$ cat config.mk
export PLATFORM = sky130hd
export DESIGN_NAME = dip_supervisor
export DESIGN_NICKNAME = d
export VERILOG_FILES = /design/src/rtl/dip_pkg.sv /design/src/rtl/dip_supervisor.sv
export SDC_FILE = /design/constraint.sdc
export NUM_CORES = 1
export LEC_CHECK = 0
export BUFFER_PORTS_ARGS = -buffer_cell sky130_fd_sc_hd__buf_2
export CAP_MARGIN = 15
export CORE_MARGIN = 3
export CORE_UTILIZATION = 30
export DETAILED_ROUTE_END_ITERATION = 7
export PLACE_DENSITY = 0.6
export RECOVER_POWER = 25
export REMOVE_ABC_BUFFERS = 1
export SYNTH_ARGS = -nofsm -noshare
export SYNTH_HDL_FRONTEND = slang
export SYNTH_SLANG_ARGS = --single-unit
$ cat constraint.sdc
create_clock -name CORE_CLK_IN -period 2.7 [get_ports CORE_CLK_IN]
set_input_delay 0.54 -clock CORE_CLK_IN [delete_from_list [all_inputs] [get_ports CORE_CLK_IN]]
set_output_delay 0.54 -clock CORE_CLK_IN [all_outputs]
set_load 0.05 [all_outputs]
$ cat src/rtl/dip_pkg.sv
// constants shared by the power-fail ride-through supervisor
package dip_pkg;
   localparam int CLK_HZ = 40000000; // core clock rate
   localparam int MS_PER_S = 1000; // milliseconds per second
   localparam int CYC_PER_MS = CLK_HZ / MS_PER_S; // 40000 cycles per ms
   localparam int MS_CNT_W = 16; // width of the sub-millisecond prescaler
   localparam int DIP_TIME_W = 16; // width of the detection time setting
   localparam logic [15:0] DIP_TIME_RST = 16'h00C8; // 200 ms after init
   localparam int SAFE_DIP_MS = 200; // dip length that allows normal power-down
   localparam int OUT_ASSIGN_N = 3; // output assignment settings first..last
   localparam int CLASS_W = 2; // amplifier class code width
   localparam logic [1:0] CLASS_LOW = 2'h0; // 158 V DC class
   localparam logic [1:0] CLASS_MID = 2'h1; // 200 V DC class
   localparam logic [1:0] CLASS_HIGH = 2'h2; // 380 V DC class
   localparam int UV_LOW_V = 158; // undervoltage levels in volts DC
   localparam int UV_MID_V = 200;
   localparam int UV_HIGH_V = 380;
   localparam int BUS_V_W = 10; // bus voltage sample width, volts
   localparam int CODE_W = 4; // output function code width
endpackage : dip_pkg

$ cat src/rtl/dip_supervisor.sv
// power-fail ride-through supervisor for a servo amplifier
// Operation
// - brake interlock stays on during ride-through
// - optional acceleration torque limit during dip
// - bus drop alarm regardless of dip timer
// - dynamic brake assigned means servo-off on dip
// - detection time defaults to 200 ms
// - long deep dip may power down early
// - control drop alarm when dip exceeds time
// - ride-through output on at dip detection
// - brake interlock off when alarm raised
// - undervoltage alarm on bus drop in dip
// - short clean dip keeps running, no alarm
// - ride-through enabled by dedicated setting
// - undervoltage level chosen by amplifier class
module dip_supervisor
   import dip_pkg::*;
#(
   parameter int DIP_W = dip_pkg::DIP_TIME_W // dip time width
) (
   input wire logic CORE_CLK_IN, // core clock
   input wire logic SYS_RST_IN, // async reset, active high
   input wire logic CLK_EN_IN, // clock enable, freezes state when low
   input wire logic CTRL_SUPPLY_OK_IN, // control supply present
   input wire logic LOW_INPUT_70_IN, // input below 70 percent rated
   input wire logic [dip_pkg::BUS_V_W-1:0] BUS_VOLT_IN, // bus voltage, volts
   input wire logic [dip_pkg::CLASS_W-1:0] AMP_CLASS_IN, // amplifier class
   input wire logic RIDE_THROUGH_SETTING_IN, // ride-through enable
   input wire logic DIP_TORQUE_LIMIT_SELECT_IN, // torque limit on dip
   input wire logic DIP_DETECT_TIME_WE_IN, // write strobe for detect time
   input wire logic [DIP_W-1:0] DIP_DETECT_TIME_IN, // new detect time, ms
   input wire logic [dip_pkg::OUT_ASSIGN_N*dip_pkg::CODE_W-1:0] OUTPUT_ASSIGN_IN, // pin codes
   input wire logic [dip_pkg::CODE_W-1:0] DB_CODE_IN, // code of dynamic brake output
   input wire logic ACCEL_IN, // motor is accelerating
   input wire logic SERVO_ON_REQ_IN, // servo-on request
   input wire logic ALARM_RESET_IN, // clears latched alarms
   output logic [DIP_W-1:0] DIP_DETECT_TIME_OUT, // current detect time
   output logic RIDE_THROUGH_ACTIVE_OUT, // ride-through in progress
   output logic BRAKE_INTERLOCK_OUT, // brake released while high
   output logic MALFUNCTION_OUT, // any alarm latched
   output logic WARNING_OUT, // warning while riding through a dip
   output logic UNDERVOLTAGE_ALARM_OUT, // undervoltage alarm
   output logic CONTROL_SUPPLY_DROP_ALARM_OUT, // control supply drop alarm
   output logic MAIN_BUS_DROP_ALARM_OUT, // main bus drop alarm
   output logic TORQUE_LIMIT_OUT, // limit acceleration torque
   output logic BASE_ON_OUT, // base circuit enable
   output logic POWER_DOWN_OK_OUT // normal power-down permitted
);
   import dip_pkg::*;

   // the 200 ms default needs 8 bits; the setting ports carry at most 16
   if (DIP_W < 8 || DIP_W > 16) begin : g_bad_width
      $error("DIP_W out of range");
   end

   typedef enum logic [1:0] {RUN, RIDE, FAULT} state_type; // supervisor states

   state_type state_r; // current state
   logic [MS_CNT_W-1:0] pre_r; // cycles within current ms
   logic [DIP_W-1:0] ms_r; // elapsed dip ms
   logic [DIP_W-1:0] dip_time_r; // configured detection time
   logic uv_alm_r, ctrl_alm_r, bus_alm_r; // latched alarms
   logic db_assigned; // dynamic brake on an output pin
   logic under_level; // bus at or below undervoltage level
   logic [BUS_V_W-1:0] uv_level; // selected undervoltage level
   logic dip; // control supply lost
   logic ride_ok; // ride-through allowed for this dip
   logic alarm_any; // any alarm latched
   logic tick; // one-ms pulse

   // undervoltage level by amplifier class
   always_comb begin
      case (AMP_CLASS_IN)
         CLASS_MID: uv_level = BUS_V_W'(UV_MID_V);
         CLASS_HIGH: uv_level = BUS_V_W'(UV_HIGH_V);
         default: uv_level = BUS_V_W'(UV_LOW_V);
      endcase
   end

   // dynamic brake on any assigned output forbids ride-through
   always_comb begin
      db_assigned = 1'b0;
      for (int i = 0; i < OUT_ASSIGN_N; i++) begin
         if (OUTPUT_ASSIGN_IN[i*CODE_W +: CODE_W] == DB_CODE_IN) db_assigned = 1'b1;
      end
   end

   assign dip = !CTRL_SUPPLY_OK_IN;
   assign under_level = BUS_VOLT_IN <= uv_level;
   assign ride_ok = RIDE_THROUGH_SETTING_IN && !db_assigned;
   assign alarm_any = uv_alm_r || ctrl_alm_r || bus_alm_r;
   assign tick = pre_r == MS_CNT_W'(CYC_PER_MS - 1);

   // detection time setting, 200 ms after reset
   always_ff @(posedge CORE_CLK_IN or posedge SYS_RST_IN) begin
      if (SYS_RST_IN) begin
         dip_time_r <= DIP_W'(DIP_TIME_RST);
      end else if (CLK_EN_IN && DIP_DETECT_TIME_WE_IN) begin
         dip_time_r <= DIP_DETECT_TIME_IN;
      end
   end

   // dip timer: ms prescaler and ms count, cleared on recovery
   always_ff @(posedge CORE_CLK_IN or posedge SYS_RST_IN) begin
      if (SYS_RST_IN) begin
         pre_r <= '0;
         ms_r <= '0;
      end else if (CLK_EN_IN) begin
         if (!dip) begin
            pre_r <= '0;
            ms_r <= '0;
         end else if (tick) begin
            pre_r <= '0;
            if (ms_r != '1) ms_r <= ms_r + 1'b1; // saturate, never wraps
         end else begin
            pre_r <= pre_r + 1'b1;
         end
      end
   end

   // supervisor state machine
   always_ff @(posedge CORE_CLK_IN or posedge SYS_RST_IN) begin
      if (SYS_RST_IN) begin
         state_r <= RUN;
      end else if (CLK_EN_IN) begin
         case (state_r)
            RUN: begin
               if (alarm_any) state_r <= FAULT;
               else if (dip && ride_ok) state_r <= RIDE;
               else if (dip) state_r <= FAULT; // servo-off on dip
            end
            RIDE: begin
               if (alarm_any) state_r <= FAULT;
               else if (!dip) state_r <= RUN; // short clean dip
            end
            FAULT: begin
               if (ALARM_RESET_IN && !dip && !under_level) state_r <= RUN;
            end
            default: state_r <= RUN;
         endcase
      end
   end

   // alarm latches; a new cause wins over the reset request
   always_ff @(posedge CORE_CLK_IN or posedge SYS_RST_IN) begin
      if (SYS_RST_IN) begin
         uv_alm_r <= 1'b0;
         ctrl_alm_r <= 1'b0;
         bus_alm_r <= 1'b0;
      end else if (CLK_EN_IN) begin
         if (ALARM_RESET_IN) begin
            uv_alm_r <= 1'b0;
            ctrl_alm_r <= 1'b0;
            bus_alm_r <= 1'b0;
         end
         // bus at level during a dip: undervoltage even with ride-through
         if (dip && under_level) uv_alm_r <= 1'b1;
         // bus drop alarm does not wait for the dip timer
         if (under_level) bus_alm_r <= 1'b1;
         // dip longer than the detection time
         if (dip && ms_r > dip_time_r) ctrl_alm_r <= 1'b1;
         // without ride-through any dip is at once a control supply alarm
         if (dip && !RIDE_THROUGH_SETTING_IN) ctrl_alm_r <= 1'b1;
      end
   end

   // outputs
   assign DIP_DETECT_TIME_OUT = dip_time_r;
   assign RIDE_THROUGH_ACTIVE_OUT = (state_r == RIDE);
   // brake stays released through ride-through, drops with any alarm
   assign BRAKE_INTERLOCK_OUT = SERVO_ON_REQ_IN && !alarm_any && state_r != FAULT;
   assign BASE_ON_OUT = BRAKE_INTERLOCK_OUT;
   assign MALFUNCTION_OUT = alarm_any;
   assign WARNING_OUT = state_r == RIDE; // warning while riding through
   assign UNDERVOLTAGE_ALARM_OUT = uv_alm_r;
   assign CONTROL_SUPPLY_DROP_ALARM_OUT = ctrl_alm_r;
   assign MAIN_BUS_DROP_ALARM_OUT = bus_alm_r;
   // torque limited only while accelerating in a dip
   assign TORQUE_LIMIT_OUT = DIP_TORQUE_LIMIT_SELECT_IN && state_r == RIDE && ACCEL_IN;
   // deep dip past 200 ms may power down whatever the setting
   assign POWER_DOWN_OK_OUT = dip && LOW_INPUT_70_IN && ms_r > DIP_W'(SAFE_DIP_MS);

   AST_RIDE_OUT: assert property (@(posedge CORE_CLK_IN) disable iff (SYS_RST_IN)
      (CLK_EN_IN && state_r == RUN && !alarm_any && dip && ride_ok) |=> RIDE_THROUGH_ACTIVE_OUT)
      else $error("ride-through output not raised on dip");
   // a dip with no alarm cause must not drop a held brake interlock
   AST_BRAKE_HOLD: assert property (@(posedge CORE_CLK_IN) disable iff (SYS_RST_IN)
      (CLK_EN_IN && dip && ride_ok && BRAKE_INTERLOCK_OUT && !under_level
         && ms_r <= dip_time_r) |=> (BRAKE_INTERLOCK_OUT || !SERVO_ON_REQ_IN))
      else $error("brake dropped during ride-through");
   AST_BRAKE_OFF: assert property (@(posedge CORE_CLK_IN) disable iff (SYS_RST_IN)
      (CLK_EN_IN && dip && ms_r > dip_time_r) |=> !BRAKE_INTERLOCK_OUT)
      else $error("brake interlock on with alarm");
   AST_CTRL_ALM: assert property (@(posedge CORE_CLK_IN) disable iff (SYS_RST_IN)
      (CLK_EN_IN && dip && ms_r > dip_time_r) |=> CONTROL_SUPPLY_DROP_ALARM_OUT)
      else $error("control drop alarm missing");
   AST_BUS_ALM: assert property (@(posedge CORE_CLK_IN) disable iff (SYS_RST_IN)
      (CLK_EN_IN && under_level) |=> MAIN_BUS_DROP_ALARM_OUT)
      else $error("bus drop alarm missing");
   AST_UV_ALM: assert property (@(posedge CORE_CLK_IN) disable iff (SYS_RST_IN)
      (CLK_EN_IN && dip && under_level && ms_r <= dip_time_r) |=> UNDERVOLTAGE_ALARM_OUT)
      else $error("undervoltage alarm missing");
   AST_TIMER_CLR: assert property (@(posedge CORE_CLK_IN) disable iff (SYS_RST_IN)
      (CLK_EN_IN && !dip) |=> (ms_r == '0 && pre_r == '0))
      else $error("dip timer not cleared on recovery");
   AST_DB_OFF: assert property (@(posedge CORE_CLK_IN) disable iff (SYS_RST_IN)
      (CLK_EN_IN && state_r == RUN && dip && db_assigned) |=> state_r == FAULT)
      else $error("dip with dynamic brake assigned did not stop");
   AST_TORQUE: assert property (@(posedge CORE_CLK_IN) disable iff (SYS_RST_IN)
      TORQUE_LIMIT_OUT |-> (RIDE_THROUGH_ACTIVE_OUT && ACCEL_IN && DIP_TORQUE_LIMIT_SELECT_IN))
      else $error("torque limit outside dip");
   AST_NO_ALM: assert property (@(posedge CORE_CLK_IN) disable iff (SYS_RST_IN)
      (CLK_EN_IN && state_r == RIDE && !alarm_any && RIDE_THROUGH_SETTING_IN && !under_level
         && ms_r <= dip_time_r) |=> !MALFUNCTION_OUT)
      else $error("alarm raised on short clean dip");
   AST_NO_RIDE: assert property (@(posedge CORE_CLK_IN) disable iff (SYS_RST_IN)
      (CLK_EN_IN && dip && !RIDE_THROUGH_SETTING_IN) |=> CONTROL_SUPPLY_DROP_ALARM_OUT)
      else $error("dip without ride-through raised no alarm");
   // a frozen enable must also freeze the dip timer, or dips would be timed long
   AST_FREEZE: assert property (@(posedge CORE_CLK_IN) disable iff (SYS_RST_IN)
      !CLK_EN_IN |=> ($stable(state_r) && $stable(ms_r) && $stable(pre_r)
         && $stable(alarm_any)))
      else $error("state moved with clock enable low");
endmodule : dip_supervisor

==> impl_metrics.json <==
{
  "cts_buffer_depth": 2,
  "antenna_cells": 0,
  "io_pins": 81,
  "drv_slew": 0,
  "grt_max_degree": 28,
  "cp-end-kind": "output port",
  "final_util_pct": 37.65,
  "start_util_pct": 30.96,
  "drt_iter0_drc": 86,
  "fp-row-count": 38,
  "ctsHoldBuffers": 0,
  "syn_avg_cell_area_sq_um": 9.757,
  "clk_pin_slew_ps": 70,
  "synth_flop_cell": "dfrtp_1",
  "cp.required_ps": 2160,
  "cts_tree": "done",
  "coreArea_sq_mm": 0.01094,
  "worstSetupEndpoint": "POWER_DOWN_OK_OUT",
  "clk_latency_ps": 290,
  "grt_setup_unrepaired": "false",
  "fp.dieH_microns": 112.2,
  "drive_above_1_share_pct": 28.60,
  "finClkSkew_ps": 7.109,
  "power_leakage_uw": 0.001977,
  "grt_pass1_wl_microns": 12740,
  "worstPathMaxFanout": 6,
  "fmax_mhz": 412.3,
  "vias": 2741,
  "antenna_found_initial": 0,
  "worstRegToRegCells": 6,
  "r2r-end": "ms_r[12]$_DFFE_PP0P_",
  "cts_buffers": 5,
  "synth_edf_count": 0,
  "final.setup.tns_ps": 0,
  "fp.dieArea_sq_mm": 0.01260,
  "report.final.hold_viol_count": 0,
  "htreeDepth": 2,
  "hold_class": "input pin to flip-flop",
  "dr.pass1.iters": 4,
  "slew_headroom_pct": 30.24,
  "cpPeakStageDelay_ps": 430,
  "cp-startpoint": "ms_r[0]$_DFFE_PP0P_",
  "synth-seq-cells": 53,
  "routed_via_density": 4.809,
  "ys_warn_count": 0,
  "place_ws_ps": 81.79,
  "gp_congestion": 0.8575,
  "peakVddDrop_mv": 0.3478,
  "io_buffers": 80,
  "drc": 0,
  "finalSetupViolCount": 0,
  "grt_usage_pct": 12.08,
  "critical_path_class": "flip-flop to output port",
  "ys_seq_area_share_pct": 39.28,
  "crit_arrival_ps": 1890,
  "final_nets": 512,
  "status": "complete, no violations",
  "r2r-start": "pre_r[6]$_DFFE_PP0P_",
  "cp_cell_sequence": "inv_1 > ha_1 > nand2b_1 > a211oi_1 > o211ai_1 > and3_1 > buf_2",
  "synth_cell_types": 53,
  "hpwlAfterDp_microns": 5914,
  "setup_ws_ps": 274.6,
  "cts.sinks": 53,
  "startpoint_type": "flip-flop",
  "cts_resized": 0,
  "fin_crit_sh_pct": 89.83,
  "syn_area_sq_mm": 0.003386,
  "drv_cap": 0,
  "crit_slowest_cell": "dfrtp_1",
  "ys_async_sr_fraction_pct": 100.0,
  "grt_pass1_vias": 2762,
  "r2r_slack_ps": 350,
  "drt_wl_total_microns": 7419,
  "wl_per_cell_microns": 13.02,
  "p_per_area_mw_per_mm2": 525.0,
  "areaGrowthSynthToFinish_pct": 21.62,
  "die_w_microns": 112.2,
  "drtAntennaViolNets": 0,
  "dp.cells": 562,
  "fin_crit_ps": 2425,
  "layout.cells.non_filler": 570,
  "worst_pin_slew_ps": 1045,
  "clockRootBuffer": "clkbuf_16",
  "cts_setup_buffers": 0,
  "syn_inst": 347,
  "grt-ovfl-total": 0
}
## cell usage in the layout (no fill, tap or decap), types with 9 or more instances in the layout
master	synthesis	routed
buf_2	1	80
dfrtp_1	50	50
nor2_1	36	36
ha_1	28	28
inv_1	26	26
xnor2_1	25	25
nand2_1	19	19
mux2_2	16	16
nand3_1	15	15
xor2_1	14	14
nand4_1	12	12
nor3_1	11	11
o21ai_0	9	9
## logic make-up after synthesis
kind of cell             count (synthesis)  synth area share (%)
adder cells (fa/ha/maj)                 28                 10.35
AO/OA/AOI/OAI                           43                 8.796
buffers and inverters                   37                 4.582
multiplexers                            16                 5.321
XOR/XNOR                                39                 10.09
flip-flops                              53                 39.28
AND/OR/NAND/NOR                        131                 21.58
## critical path, delay by kind of cell (launching register included)
kind / cells / cell delay, ps
AND/OR/NAND/NOR: 2 / 250
buffers and inverters: 2 / 310
adder cells (fa/ha/maj): 1 / 150
flip-flops: 1 / 430
AO/OA/AOI/OAI: 2 / 460
## layout make-up
| class | instances | area (sq um) |
|---|---|---|
| fillers | 1103 | 6818 |
| well taps | 140 | 175.2 |
| multi-input cells | 257 | 1901 |
| clock inverters | 1 | 30.03 |
| inverters | 26 | 97.59 |
| flip-flops and latches | 53 | 1330 |
| clock buffers | 7 | 142.6 |
| repair buffers | 86 | 441.7 |
## cells in the mapped netlist, types with 2 or more instances
| cell | number | area, sq um |
|---|---|---|
| xor2_1 | 14 | 122.6 |
| nand4_1 | 12 | 75.07 |
| clkbuf_1 | 7 | 26.28 |
| and3_1 | 8 | 50.05 |
| nand2_1 | 19 | 71.32 |
| nor3_1 | 11 | 55.05 |
| nor4_2 | 3 | 37.54 |
| or3_1 | 2 | 12.51 |
| nor3b_1 | 2 | 15.01 |
| nor2b_1 | 3 | 18.77 |
| o211ai_1 | 2 | 15.01 |
| dfrtp_1 | 50 | 1251 |
| nand2b_1 | 4 | 25.02 |
| a2111oi_0 | 2 | 17.52 |
| buf_4 | 2 | 15.01 |
| mux2_2 | 16 | 180.2 |
| inv_1 | 26 | 97.59 |
| nor4_1 | 4 | 25.02 |
| a21o_1 | 7 | 52.55 |
| nor2_1 | 36 | 135.1 |
| o21ai_0 | 9 | 45.04 |
| a21oi_1 | 8 | 40.04 |
| nand3_1 | 15 | 75.07 |
| ha_1 | 28 | 350.3 |
| nor4_4 | 2 | 42.54 |
| a221oi_1 | 2 | 17.52 |
| xnor2_1 | 25 | 219.0 |
| dfstp_2 | 3 | 78.83 |
## worst min path at each step
stage                                                  start                                   to  slack, ps  depth (start not counted)
after CTS                                         SYS_RST_IN  DIP_DETECT_TIME_OUT[13]$_DFFE_PP0P_        330                          2
after global placement    UNDERVOLTAGE_ALARM_OUT$_DFFE_PP0P_   UNDERVOLTAGE_ALARM_OUT$_DFFE_PP0P_        500                          1
after floorplan                         pre_r[0]$_DFFE_PP0P_                 pre_r[0]$_DFFE_PP0P_        480                          1
final                                 DIP_DETECT_TIME_IN[14]  DIP_DETECT_TIME_OUT[14]$_DFFE_PP0P_        480                          2
after detailed placement                pre_r[0]$_DFFE_PP0P_                 pre_r[0]$_DFFE_PP0P_        510                          1
after global routing                   DIP_DETECT_TIME_IN[3]   DIP_DETECT_TIME_OUT[3]$_DFFE_PP1P_        470                          2
## power by group
group	leakage, uW	internal [uW]	switching [uW]
sequential	0.000688	856	51.0
combinational	0.00120	178	339
clock	0.0000841	463	275
total	0.00198	1500	664
## layer usage
layer / track usage, % / share of wire, % / vias to the layer above
met5: 0 / 0 / -
met4: 4.087 / 1.3 / 0
met3: 2.318 / 6.3 / 7
met2: 19.23 / 47 / 72
met1: 16.54 / 46 / 1272
li1: - / - / 1390
## registers in the layout, summed over array words and instances (netlist names)
signal,flops
MAIN_BUS_DROP_ALARM_OUT,1
ms_r,16
DIP_DETECT_TIME_OUT,16
state_r,2
UNDERVOLTAGE_ALARM_OUT,1
CONTROL_SUPPLY_DROP_ALARM_OUT,1
pre_r,16
## per-stage QoR
step | power, uW | hold WS [ps] | cell area (sq um)
after CTS | 2208 | 328.6 | 4121
after global placement | 1433 | 503.8 | 3949
after detailed placement | 1449 | 511.7 | 3949
after global routing | 2282 | 471.0 | 4118
after floorplan | 1283 | 482.4 | 3328
final | 2162 | 478.8 | 4118
No activity file was read; power rests on OpenSTA's default activity.
